$ cat config.mk
export PLATFORM = sky130hd
export DESIGN_NAME = i2c_master_start_rate_gen
export DESIGN_NICKNAME = d
export VERILOG_FILES = /design/src/i2c_pkg.sv /design/src/i2c_master_start_rate_gen.sv
export SDC_FILE = /design/constraint.sdc
export NUM_CORES = 1
export LEC_CHECK = 0
export ABC_AREA = 1
export BUFFER_PORTS_ARGS = -buffer_cell sky130_fd_sc_hd__buf_2
export CAP_MARGIN = 15
export CORE_MARGIN = 2
export CORE_UTILIZATION = 42
export CTS_BUF_LIST = sky130_fd_sc_hd__clkbuf_8
export DETAILED_ROUTE_END_ITERATION = 7
export SYNTH_ARGS = -nofsm -noshare
export SYNTH_HDL_FRONTEND = slang
export SYNTH_SLANG_ARGS = --single-unit
$ cat constraint.sdc
create_clock -name clk -period 2.6 [get_ports clk]
set_input_delay 0.13 -clock clk [delete_from_list [all_inputs] [get_ports clk]]
set_output_delay 0.13 -clock clk [all_outputs]
set_load 0.02 [all_outputs]
$ cat src/i2c_pkg.sv
package i2c_pkg;
	// Register byte offsets
	localparam logic [3:0] OFF_CTRL = 4'h0;
	localparam logic [3:0] OFF_BUF  = 4'h4;
	localparam logic [3:0] OFF_RATE = 4'h8;
	localparam logic [3:0] OFF_STAT = 4'hC;
	// Field positions in control_reg_two
	localparam int B_START   = 0;
	localparam int B_RESTART = 1;
	localparam int B_STOP    = 2;
	localparam int B_RECV    = 3;
	localparam int B_ACKDATA = 5;
	localparam int B_ACKSTAT = 6;
	// Write-one-to-clear bits of port_status_reg
	localparam logic [2:0] STAT_W1C = 3'h7;
	// Reset values
	localparam logic [7:0] CTRL_RST = 8'h00;
	localparam logic [6:0] RATE_RST = 7'h18;
	localparam logic [7:0] BUF_RST  = 8'h00;
	// Instruction cycle phases; counter ticks on phase_two and phase_four
	localparam logic [1:0] PHASE_TWO  = 2'h1;
	localparam logic [1:0] PHASE_FOUR = 2'h3;
	// Bits per byte, which is also the index of the acknowledge slot
	localparam logic [3:0] ACK_SLOT = 4'h8;
	// Bus answers
	localparam logic [1:0] RESP_OKAY   = 2'h0;
	localparam logic [1:0] RESP_SLVERR = 2'h2;

	typedef enum logic [4:0] {
		st_idle, st_setup, st_hold,
		rs_low, rs_sda, rs_wait, rs_setup, rs_hold,
		bit_low, bit_wait, bit_high,
		sp_low, sp_cnt, sp_wait, sp_high, sp_rel, sp_done
	} state_e;

	// Status word, top bit first
	typedef struct packed {
		logic busy;
		logic stop_seen;
		logic start_seen;
		logic write_collide_flag;
		logic coll;
		logic event_flag;
	} stat_s;
endpackage

$ cat src/i2c_master_start_rate_gen.sv
`timescale 1ns/10ps
module i2c_master_start_rate_gen (
	// Clock and reset
	input  wire logic        clk,
	input  wire logic        reset,
	// Register bus write channels
	input  wire logic [3:0]  awaddr,
	input  wire logic        awvalid,
	output logic             awready,
	input  wire logic [31:0] wdata,
	input  wire logic [3:0]  wstrb,
	input  wire logic        wvalid,
	output logic             wready,
	output logic [1:0]       bresp,
	output logic             bvalid,
	input  wire logic        bready,
	// Register bus read channels
	input  wire logic [3:0]  araddr,
	input  wire logic        arvalid,
	output logic             arready,
	output logic [31:0]      rdata,
	output logic [1:0]       rresp,
	output logic             rvalid,
	input  wire logic        rready,
	// Open-drain bus lines
	input  wire logic        scl_in,
	output logic             scl_out,
	output logic             scl_oe,
	input  wire logic        sda_in,
	output logic             sda_out,
	output logic             sda_oe
);
	// Bus slave state
	logic              next_awready;
	logic              next_wready;
	logic              next_bvalid;
	logic [1:0]        next_bresp;
	logic              next_arready;
	logic              next_rvalid;
	logic [31:0]       next_rdata;
	logic [1:0]        next_rresp;
	logic [3:0]        waddr;
	logic [3:0]        next_waddr;
	logic [7:0]        wbyte;
	logic [7:0]        next_wbyte;
	logic              wlane;
	logic              next_wlane;
	logic              wr_go;
	// Core state
	logic [7:0]        ctrl;
	logic [7:0]        next_ctrl;
	logic [7:0]        buffer;
	logic [7:0]        next_buffer;
	logic [6:0]        rate;
	logic [6:0]        next_rate;
	i2c_pkg::stat_s    stat;
	i2c_pkg::stat_s    next_stat;
	i2c_pkg::state_e   state;
	i2c_pkg::state_e   next_state;
	logic [6:0]        cnt;
	logic [6:0]        next_cnt;
	logic              run;
	logic              next_run;
	logic [1:0]        phase;
	logic [3:0]        bitn;
	logic [3:0]        next_bitn;
	logic [7:0]        shift;
	logic [7:0]        next_shift;
	logic              tx_mode;
	logic              next_tx_mode;
	logic              next_scl_oe;
	logic              next_sda_oe;
	logic              scl_meta;
	logic              scl_s;
	logic              sda_meta;
	logic              sda_s;
	logic              sda_prev;
	logic              tick;
	logic              expire;
	logic              busy;

	// Two-flop line synchronisers and free-running phase counter
	always_ff @(posedge clk) begin
		if (reset) begin
			scl_meta <= 1'b1;
			scl_s    <= 1'b1;
			sda_meta <= 1'b1;
			sda_s    <= 1'b1;
			sda_prev <= 1'b1;
			phase    <= 2'h0;
			scl_out  <= 1'b0;
			sda_out  <= 1'b0;
		end else begin
			scl_meta <= scl_in;
			scl_s    <= scl_meta;
			sda_meta <= sda_in;
			sda_s    <= sda_meta;
			sda_prev <= sda_s;
			phase    <= phase + 2'h1;
			scl_out  <= 1'b0;
			sda_out  <= 1'b0;
		end
	end

	// Counter pacing and timeout
	assign tick = (phase == i2c_pkg::PHASE_TWO) ||
		(phase == i2c_pkg::PHASE_FOUR);
	assign expire = run && tick && (cnt == 7'h00);
	assign busy = (state != i2c_pkg::st_idle) || (ctrl[3:0] != 4'h0);

	// Write and read channel handshakes, read data mux
	always_comb begin
		next_awready = awready;
		next_wready  = wready;
		next_bvalid  = bvalid;
		next_bresp   = bresp;
		next_arready = arready;
		next_rvalid  = rvalid;
		next_rdata   = rdata;
		next_rresp   = rresp;
		next_waddr   = waddr;
		next_wbyte   = wbyte;
		next_wlane   = wlane;
		wr_go = !awready && !wready && !bvalid;
		if (awvalid && awready) begin
			next_awready = 1'b0;
			next_waddr   = awaddr;
		end
		if (wvalid && wready) begin
			next_wready = 1'b0;
			next_wbyte  = wdata[7:0];
			next_wlane  = wstrb[0];
		end
		if (wr_go) begin
			next_bvalid = 1'b1;
			case (waddr)
				i2c_pkg::OFF_CTRL, i2c_pkg::OFF_BUF,
				i2c_pkg::OFF_RATE, i2c_pkg::OFF_STAT:
					next_bresp = i2c_pkg::RESP_OKAY;
				default: next_bresp = i2c_pkg::RESP_SLVERR;
			endcase
		end
		if (bvalid && bready) begin
			next_bvalid  = 1'b0;
			next_awready = 1'b1;
			next_wready  = 1'b1;
		end
		if (arvalid && arready) begin
			next_arready = 1'b0;
			next_rvalid  = 1'b1;
			next_rresp   = i2c_pkg::RESP_OKAY;
			case (araddr)
				i2c_pkg::OFF_CTRL: next_rdata = {24'h000000, ctrl};
				i2c_pkg::OFF_BUF:  next_rdata = {24'h000000, buffer};
				i2c_pkg::OFF_RATE: next_rdata = {25'h0, rate};
				i2c_pkg::OFF_STAT: next_rdata = {26'h0, stat};
				default: begin
					next_rdata = 32'h00000000;
					next_rresp = i2c_pkg::RESP_SLVERR;
				end
			endcase
		end
		if (rvalid && rready) begin
			next_rvalid  = 1'b0;
			next_arready = 1'b1;
		end
	end

	// Bus slave registers
	always_ff @(posedge clk) begin
		if (reset) begin
			awready <= 1'b1;
			wready  <= 1'b1;
			bvalid  <= 1'b0;
			bresp   <= i2c_pkg::RESP_OKAY;
			arready <= 1'b1;
			rvalid  <= 1'b0;
			rdata   <= 32'h00000000;
			rresp   <= i2c_pkg::RESP_OKAY;
			waddr   <= 4'h0;
			wbyte   <= 8'h00;
			wlane   <= 1'b0;
		end else begin
			awready <= next_awready;
			wready  <= next_wready;
			bvalid  <= next_bvalid;
			bresp   <= next_bresp;
			arready <= next_arready;
			rvalid  <= next_rvalid;
			rdata   <= next_rdata;
			rresp   <= next_rresp;
			waddr   <= next_waddr;
			wbyte   <= next_wbyte;
			wlane   <= next_wlane;
		end
	end

	// Registers, rate counter and bus sequencer
	always_comb begin
		next_ctrl    = ctrl;
		next_buffer  = buffer;
		next_rate    = rate;
		next_stat    = stat;
		next_state   = state;
		next_cnt     = cnt;
		next_run     = run;
		next_bitn    = bitn;
		next_shift   = shift;
		next_tx_mode = tx_mode;
		next_scl_oe  = scl_oe;
		next_sda_oe  = sda_oe;
		// Count down to zero, then hold until reloaded
		if (run && tick && (cnt != 7'h00)) begin
			next_cnt = cnt - 7'h01;
		end
		if (expire) begin
			next_run = 1'b0;
		end
		// Start and stop seen on the lines by anyone
		if (scl_s && sda_prev && !sda_s) begin
			next_stat.start_seen = 1'b1;
			next_stat.stop_seen  = 1'b0;
		end
		if (scl_s && !sda_prev && sda_s) begin
			next_stat.stop_seen  = 1'b1;
			next_stat.start_seen = 1'b0;
		end
		// Software writes
		if (wr_go && wlane) begin
			case (waddr)
				i2c_pkg::OFF_CTRL: begin
					next_ctrl[i2c_pkg::B_ACKDATA] =
						wbyte[i2c_pkg::B_ACKDATA];
					if (!busy) begin
						next_ctrl[4:0] = wbyte[4:0];
					end
				end
				i2c_pkg::OFF_BUF: begin
					if (busy) begin
						next_stat.write_collide_flag = 1'b1;
					end else begin
						next_buffer  = wbyte;
						next_shift   = wbyte;
						next_tx_mode = 1'b1;
						next_bitn    = 4'h0;
						next_scl_oe  = 1'b1;
						next_sda_oe  = !wbyte[7];
						next_cnt     = rate;
						next_run     = 1'b1;
						next_state   = i2c_pkg::bit_low;
					end
				end
				i2c_pkg::OFF_RATE: next_rate = wbyte[6:0];
				i2c_pkg::OFF_STAT: begin
					if (wbyte[0] && i2c_pkg::STAT_W1C[0])
						next_stat.event_flag = 1'b0;
					if (wbyte[1] && i2c_pkg::STAT_W1C[1])
						next_stat.coll = 1'b0;
					if (wbyte[2] && i2c_pkg::STAT_W1C[2])
						next_stat.write_collide_flag = 1'b0;
				end
				default: ;
			endcase
		end
		// Sequencer; hardware sets land after clears so they win
		case (state)
			i2c_pkg::st_idle: begin
				if (ctrl[i2c_pkg::B_START]) begin
					if (scl_s && sda_s) begin
						next_cnt   = rate;
						next_run   = 1'b1;
						next_state = i2c_pkg::st_setup;
					end else if (!scl_s && !sda_s) begin
						next_stat.coll = 1'b1;
						next_ctrl[3:0] = 4'h0;
					end
				end else if (ctrl[i2c_pkg::B_RESTART]) begin
					next_scl_oe = 1'b1;
					next_state  = i2c_pkg::rs_low;
				end else if (ctrl[i2c_pkg::B_STOP]) begin
					next_scl_oe = 1'b1;
					next_sda_oe = 1'b1;
					next_state  = i2c_pkg::sp_low;
				end else if (ctrl[i2c_pkg::B_RECV]) begin
					next_tx_mode = 1'b0;
					next_bitn    = 4'h0;
					next_scl_oe  = 1'b1;
					next_sda_oe  = 1'b0;
					next_cnt     = rate;
					next_run     = 1'b1;
					next_state   = i2c_pkg::bit_low;
				end
			end
			i2c_pkg::st_setup: begin
				if (!scl_s) begin
					next_stat.coll = 1'b1;
					next_ctrl[3:0] = 4'h0;
					next_run       = 1'b0;
					next_state     = i2c_pkg::st_idle;
				end else if (expire) begin
					if (sda_s) begin
						next_sda_oe = 1'b1;
						next_stat.start_seen = 1'b1;
						next_stat.stop_seen  = 1'b0;
						next_cnt   = rate;
						next_run   = 1'b1;
						next_state = i2c_pkg::st_hold;
					end else begin
						next_stat.coll = 1'b1;
						next_ctrl[3:0] = 4'h0;
						next_state     = i2c_pkg::st_idle;
					end
				end
			end
			i2c_pkg::st_hold: begin
				if (expire) begin
					next_ctrl[i2c_pkg::B_START] = 1'b0;
					next_stat.event_flag = 1'b1;
					next_state = i2c_pkg::st_idle;
				end
			end
			i2c_pkg::rs_low: begin
				if (!scl_s) begin
					next_cnt    = {1'b0, rate[5:0]};
					next_run    = 1'b1;
					next_sda_oe = 1'b0;
					next_state  = i2c_pkg::rs_sda;
				end
			end
			i2c_pkg::rs_sda: begin
				if (expire && sda_s) begin
					next_scl_oe = 1'b0;
					next_state  = i2c_pkg::rs_wait;
				end else if (expire) begin
					next_stat.coll = 1'b1;
					next_ctrl[3:0] = 4'h0;
					next_scl_oe    = 1'b0;
					next_state     = i2c_pkg::st_idle;
				end
			end
			i2c_pkg::rs_wait: begin
				if (scl_s && !sda_s) begin
					next_stat.coll = 1'b1;
					next_ctrl[3:0] = 4'h0;
					next_state     = i2c_pkg::st_idle;
				end else if (scl_s) begin
					next_cnt   = rate;
					next_run   = 1'b1;
					next_state = i2c_pkg::rs_setup;
				end
			end
			i2c_pkg::rs_setup: begin
				if (!scl_s) begin
					next_stat.coll = 1'b1;
					next_ctrl[3:0] = 4'h0;
					next_run       = 1'b0;
					next_state     = i2c_pkg::st_idle;
				end else if (expire) begin
					next_sda_oe = 1'b1;
					next_cnt    = rate;
					next_run    = 1'b1;
					next_state  = i2c_pkg::rs_hold;
				end
			end
			i2c_pkg::rs_hold: begin
				if (expire) begin
					next_ctrl[i2c_pkg::B_RESTART] = 1'b0;
					next_stat.event_flag = 1'b1;
					next_state = i2c_pkg::st_idle;
				end
			end
			i2c_pkg::bit_low: begin
				if (expire) begin
					next_scl_oe = 1'b0;
					next_state  = i2c_pkg::bit_wait;
				end
			end
			i2c_pkg::bit_wait: begin
				if (scl_s) begin
					next_cnt   = rate;
					next_run   = 1'b1;
					next_state = i2c_pkg::bit_high;
				end
			end
			i2c_pkg::bit_high: begin
				if (expire) begin
					next_scl_oe = 1'b1;
					if (bitn == i2c_pkg::ACK_SLOT) begin
						if (tx_mode) begin
							next_ctrl[i2c_pkg::B_ACKSTAT] = sda_s;
						end else begin
							next_buffer = shift;
							next_ctrl[i2c_pkg::B_RECV] = 1'b0;
						end
						next_sda_oe = 1'b0;
						next_stat.event_flag = 1'b1;
						next_state = i2c_pkg::st_idle;
					end else begin
						next_shift = {shift[6:0], sda_s};
						next_bitn  = bitn + 4'h1;
						if (bitn + 4'h1 == i2c_pkg::ACK_SLOT) begin
							next_sda_oe = !tx_mode &&
								!ctrl[i2c_pkg::B_ACKDATA];
						end else begin
							next_sda_oe = tx_mode && !shift[6];
						end
						next_cnt   = rate;
						next_run   = 1'b1;
						next_state = i2c_pkg::bit_low;
					end
				end
			end
			i2c_pkg::sp_low: begin
				if (!sda_s) begin
					next_cnt   = rate;
					next_run   = 1'b1;
					next_state = i2c_pkg::sp_cnt;
				end
			end
			i2c_pkg::sp_cnt: begin
				if (expire) begin
					next_scl_oe = 1'b0;
					next_state  = i2c_pkg::sp_wait;
				end
			end
			i2c_pkg::sp_wait: begin
				if (scl_s) begin
					next_cnt   = rate;
					next_run   = 1'b1;
					next_state = i2c_pkg::sp_high;
				end
			end
			i2c_pkg::sp_high: begin
				if (expire) begin
					next_sda_oe = 1'b0;
					next_state  = i2c_pkg::sp_rel;
				end
			end
			i2c_pkg::sp_rel: begin
				if (scl_s && sda_s) begin
					next_cnt   = rate;
					next_run   = 1'b1;
					next_state = i2c_pkg::sp_done;
				end
			end
			i2c_pkg::sp_done: begin
				if (expire) begin
					next_ctrl[i2c_pkg::B_STOP] = 1'b0;
					next_stat.event_flag = 1'b1;
					next_state = i2c_pkg::st_idle;
				end
			end
			default: next_state = i2c_pkg::st_idle;
		endcase
		next_stat.busy = (next_state != i2c_pkg::st_idle) ||
			(next_ctrl[3:0] != 4'h0);
	end

	// Core registers
	always_ff @(posedge clk) begin
		if (reset) begin
			ctrl    <= i2c_pkg::CTRL_RST;
			buffer  <= i2c_pkg::BUF_RST;
			rate    <= i2c_pkg::RATE_RST;
			stat    <= '0;
			state   <= i2c_pkg::st_idle;
			cnt     <= 7'h00;
			run     <= 1'b0;
			bitn    <= 4'h0;
			shift   <= 8'h00;
			tx_mode <= 1'b0;
			scl_oe  <= 1'b0;
			sda_oe  <= 1'b0;
		end else begin
			ctrl    <= next_ctrl;
			buffer  <= next_buffer;
			rate    <= next_rate;
			stat    <= next_stat;
			state   <= next_state;
			cnt     <= next_cnt;
			run     <= next_run;
			bitn    <= next_bitn;
			shift   <= next_shift;
			tx_mode <= next_tx_mode;
			scl_oe  <= next_scl_oe;
			sda_oe  <= next_sda_oe;
		end
	end
endmodule

* After elaboration in Yosys (flattened, before gate mapping)
Index checks and enable logic that the tools add are counted.
** Storage, ports and cells
- Output and inout port bits :: 45
- Word-level logic and storage cells :: 309
- Register bits :: 117
** Operators by class
- Bitwise logic cells :: 1
- $add $sub $neg :: 3
- Muxes and demuxes :: 184
- Reductions and logical operators :: 56
- Equality and inequality tests :: 28
** Operators with widths (count)
- 7-bit two-way mux :: 20
- 5-bit two-way mux :: 25
- 8-bit two-way mux :: 13
- 4-bit two-way mux :: 23
- 1-bit two-way mux :: 78
- 5-bit case mux with 15 select lines :: 1
- 7-bit case mux with 9 select lines :: 1
- 5-bit by 4-bit == test with 1-bit output (second input constant) :: 8
- 8-bit case mux with 4 select lines :: 1
- 1-bit case mux with 6 select lines :: 5
- 4-bit == test (second input constant) :: 6
- 2-bit two-way mux :: 11
- 1-bit logical AND :: 21
- 5-bit by 3-bit == test with 1-bit output (second input constant) :: 4
- 5-bit by 2-bit == test with 1-bit output (second input constant) :: 2
- 1-bit logical NOT :: 10
- 5-bit nonzero test :: 2
- 1-bit case mux with 9 select lines :: 1
- 4-bit by 3-bit == test with 1-bit output (second input constant) :: 2
- 4-bit logical NOT :: 2
- 4-bit case mux with 2 select lines :: 1
- 4-bit AND reduction :: 2
- 4-bit nonzero test :: 2
- 2-bit OR reduction :: 4
- 21 further kinds :: 27

* Logic depth before layout (Yosys ltp)
- Depth in word-level cells :: 13
- Mapped depth :: 19

* Worst setup path before layout
No wires, ideal clock.
- Path kind :: register to register
- From :: register cnt[0]
- To :: register stat[5] (netlist name)
- Arrival :: 1.772 ns
- Slack :: 0.718 ns
- Setup time :: 0.110 ns
- Cell stages (with the launch flop) :: 16
- Period minus slack after synthesis :: 1.882 ns
- Cells stage by stage :: dfxtp_1 > inv_1 > ha_1 > inv_1 > nor2_1 > nand3_2 > nor2_8 > nand2_2 > a21oi_4 > nand2_1 > o21ai_1 > nand2_1 > nor2_1 > nand3_1 > nand2_1 > inv_1
** Between the ends
- Word-level cells in the longest chain between the ends :: 7
** Ends and longest elaborated chain
- start, declared :: line i2c_master_start_rate_gen.sv:60 : logic [6:0] cnt;
- start signal, assigned :: line i2c_master_start_rate_gen.sv:480 : cnt <= next_cnt;
- 7-bit logical NOT (*) :: line i2c_master_start_rate_gen.sv:108 : assign expire = run && tick && (cnt == 7'h00);
- 1-bit logical AND (*) :: line i2c_master_start_rate_gen.sv:108
- 5-bit two-way mux (tied with other cells) :: line i2c_master_start_rate_gen.sv:358 : end else if (expire) begin
- 5-bit two-way mux (tied with other cells) :: line i2c_master_start_rate_gen.sv:353 : if (!scl_s) begin
- 5-bit case mux with 15 select lines / 1-bit case mux with 6 select lines (equally long branches) :: line i2c_master_start_rate_gen.sv:266 : case (state)
- 5-bit nonzero test / 4-bit nonzero test (equally long branches) :: line i2c_master_start_rate_gen.sv:455, i2c_master_start_rate_gen.sv:456
- 1-bit logical OR (*) :: line i2c_master_start_rate_gen.sv:455 : next_stat.busy = (next_state != i2c_pkg::st_idle) ||
- end signal, assigned :: line i2c_master_start_rate_gen.sv:478 : stat <= next_stat;
- end, declared :: line i2c_master_start_rate_gen.sv:56 : i2c_pkg::stat_s stat;
Every way passes the cells marked *; elsewhere a longest branch is shown, timed or not.
A chain may end at the register's enable or synchronous reset.

* Worst setup path in the final report
Same ends and word-level chain as after synthesis.

==> impl_metrics.csv <==
group,metric,value,unit
status,status,"finished, final reports clean",
drt,via_count,6344,
critical_path,cp_cell_sequence,"inv_1 > ha_1 > inv_1 > nor2_1 > nand3_2 > nor2_8 > nand2_2 > nand2_1 > nand3_1 > nor2_1 > nand2_1 > nor3_1 > nand3_1 > nand2_1 > inv_1",
drt,ant_nets,0,
drt,wl_per_cell,16.4,µm
clock_network,path_clk_slew,0.09,ns
floorplan,design.core.area,13900,µm²
critical_path,crit_required,2.89,ns
critical_path,end_kind,"register",
clock_network,cts_buffers,9,
floorplan,die_height,124,µm
drt,drt_iter0_drc,698,
global_route,grt-ovfl-total,0,
sta,finalSetupTns,0,ns
synth,synth_xor_area_frac,0.00437,
finish,final_layout_size_suffix_gt1_frac,0.146,
sta,layout_setup_ws,0.259,ns
floorplan,num_rows,43,
placement,placed_area,6370,µm²
pwr,switching_share,0.427,
synth,synthDistinctLibCells,49,
clock_network,root_buffer,"clkbuf_8",
placement,routabilityCongestion,0.969,
sta,grt_setup_unrepaired,"no",
clock_network,cts_tree,"done",
pwr,combPwrFrac,0.398,
global_route,grt_first_pass_wirelength,30400,µm
synth,synth_edf_count,0,
finish,n_antenna_cell,0,
synth,netlist_instances,943,
finish,fin_nets,1056,
drt,dr.pass1.iters,6,
min_path,min_from,"awaddr[1]",
sta,relSlewSlack,0.625,
pwr,seq_power_share,0.370,
placement,port_buffers,42,
pwr,p_int,2.52,mW
finish,fin_cells,1183,
sta,hold_viol_final,0,
critical_path,crit_fanout,9,
finish,final_cell_area,6650,µm²
sta,post-route-period-util,0.900,
critical_path,crit_start,"cnt[0]",
synth,synth_compound_area_frac,0.205,
critical_path,cp_slowest_cell,"dfxtp_1",
sta,tightest_slew,0.561,ns
placement,dp_cells,1160,
critical_path,r2r_start,"cnt[0]",
synth,synthSimpleGateAreaFrac,0.348,
pwr,switching_power,1.88,mW
synth,netlist_area,6010,µm²
critical_path,crit_type,"reg -> reg",
clock_network,clkSinkCount,91,
sta,setup-violations-final,0,
clock_network,cts_max_level,3,
synth,synth_mux_area_frac,0,
min_path,hp-class,"in -> reg",
finish,syn_to_final_growth,10.6,%
sta,worst_clock_skew,0.0183,ns
critical_path,arrival,2.63,ns
synth,synth_top_flop_cell,"dfxtp_1",
clock_network,clock_latency,0.39,ns
drt,vias_per_cell,5.36,
pwr,power.share.clock,0.232,
sta,drv_slew,0,
clock_network,clock_path_buffers,2,
critical_path,startpoint_type,"register",
synth,synth_top_family_by_area,"simple AND/OR/NAND/NOR gates",
finish,fill_cells,1517,
drt,drc,0,
floorplan,ios,98,
pwr,power_density,662,nW/µm²
clock_network,post_cts_buffers,0,
synth,synth_adder_area_share,0.0104,
global_route,grt_use_total,0.262,
global_route,grt_pass1_vias,5806,
pwr,ir_worst_vdd,0.000417,V
critical_path,critical-path-max-stage-delay,0.33,ns
global_route,antenna_found_initial,0,
placement,dp_hpwl,15000,µm
finish,final_util,0.477,
pwr,p_leak,3.20,nW
synth,ys_async_sr_fraction,0,
synth,yosysWarningCount,0,
floorplan,dieArea,15300,µm²
sta,min_period,2.34,ns
global_route,grt_max_degree,47,
synth,yosysSeqAreaShare,0.303,
floorplan,initial_core_util,0.431,
synth,synth_area_per_cell,6.37,µm²
synth,synth_seq_cells,91,
sta,fmax,427,MHz
flow_run,drv_cap,0,
drt,wirelength,19400,µm
placement,dp_slack,0.288,ns
floorplan,die-width,124,µm
==> critical path, delay by kind of cell, from the launching register on <==
| family | cells | cell delay [ns] |
|---|---|---|
| buffers and inverters | 3 | 0.21 |
| adders and majority gates | 1 | 0.22 |
| and+or+nand+nor | 11 | 1.47 |
| DFF | 1 | 0.33 |
==> metal layers <==
layer,track usage,vias up,part of all wire
met1,0.363,2888,0.46
met2,0.407,267,0.44
li1,-,3153,-
met3,0.0495,36,0.079
met4,0.0895,0,0.023
met5,0,-,0
==> path summary, 6_finish.rpt <==
kind / to / cells past startpoint / slack (ns)
worst min register to register: sda_s / 1 / 0.42
worst max-delay path: stat[5] / 15 / 0.26
worst max register to register: stat[5] / 15 / 0.26
worst min-delay path: waddr[1] / 3 / 0.02
==> repair_timing <==
| action | CTS | global route |
|---|---|---|
| gates resized for setup | 0 | 1 |
| endpoints found under the hold margin | 8 | 0 |
| hold buffers | 7 | 0 |
| endpoints found under the setup margin | 0 | 4 |
==> cells in the final DEF (no fill, tap or decap), types with 10 or more instances in the layout <==
cell type	n
dfxtp_1	91
buf_2	42
a31oi_1	19
conb_1	28
nor3_1	12
nand4_1	10
inv_2	19
nor2_1	92
buf_4	18
nand3_1	60
inv_1	98
o21ai_0	103
nand2_1	224
nand2_2	16
a21oi_1	67
==> cell usage after synthesis (2+ instances only) <==
cell | count | share of area
clkbuf_1 | 14 | 0.0087
nor2_4 | 5 | 0.0094
nand3_1 | 60 | 0.050
buf_2 | 4 | 0.0033
nand3_2 | 5 | 0.0083
nand2_4 | 3 | 0.0056
o21a_1 | 6 | 0.0075
buf_4 | 29 | 0.036
nor2_2 | 5 | 0.0052
nor2_1 | 92 | 0.057
o21ai_1 | 5 | 0.0042
buf_6 | 3 | 0.0056
nand4_1 | 10 | 0.010
ha_1 | 5 | 0.010
nor2_8 | 4 | 0.013
a31oi_1 | 19 | 0.020
nand2_2 | 15 | 0.016
a21oi_1 | 67 | 0.056
a211oi_1 | 3 | 0.0037
inv_1 | 97 | 0.061
or2_2 | 4 | 0.0042
o21ai_0 | 103 | 0.086
nand3_4 | 2 | 0.0058
inv_2 | 19 | 0.012
o211ai_1 | 6 | 0.0075
dfxtp_1 | 91 | 0.30
o22ai_1 | 7 | 0.0073
xnor2_1 | 3 | 0.0044
nor3_1 | 12 | 0.010
nand2_1 | 225 | 0.14
nand3b_1 | 2 | 0.0025
==> power by group through the flow <==
stage,Combinational (mW),Sequential [mW],Clock (mW)
final,1.75,1.63,1.02
after global placement,1.71,1.66,0
after global routing,1.98,1.64,1.08
after CTS,1.72,1.62,1.03
after floorplan,1.36,1.63,0
after detailed placement,1.71,1.66,0
==> sequential cells by signal (all words and copies together) (netlist names), 2 cells and up <==
| name | count |
|---|---|
| bitn | 4 |
| wbyte | 8 |
| shift | 8 |
| stat | 6 |
| cnt | 7 |
| rdata | 8 |
| buffer | 8 |
| ctrl | 7 |
| rate | 7 |
| waddr | 4 |
| phase | 2 |
| state | 5 |
==> cell type report <==
class | count | area [µm²] | share of cell area
multi-input combinational | 710 | 3520 | 0.530
sequential | 91 | 1820 | 0.274
inverter | 118 | 444 | 0.0668
timing repair buffer | 68 | 435 | 0.0655
tap | 180 | 225 | 0.0339
clock buffer | 9 | 124 | 0.0186
clock inverter | 7 | 76.3 | 0.0115
==> per-stage QoR <==
step                total power [mW]  hold WS, ns
finish                          4.40       0.0177
global route                    4.70       0.0284
CTS                             4.38       0.0106
detailed placement              3.36        0.316
global placement                3.37        0.313
floorplan                       2.99        0.234
==> kinds of logic after synthesis <==
group / count (synthesis)
DFF: 91
and+or+nand+nor: 450
xor gates and xnor gates: 3
buffers and inverters: 169
other: 1
AOI/OAI and AO/OA: 224
adders and majority gates: 5
Note: power is estimated with default switching activity, not from simulation.
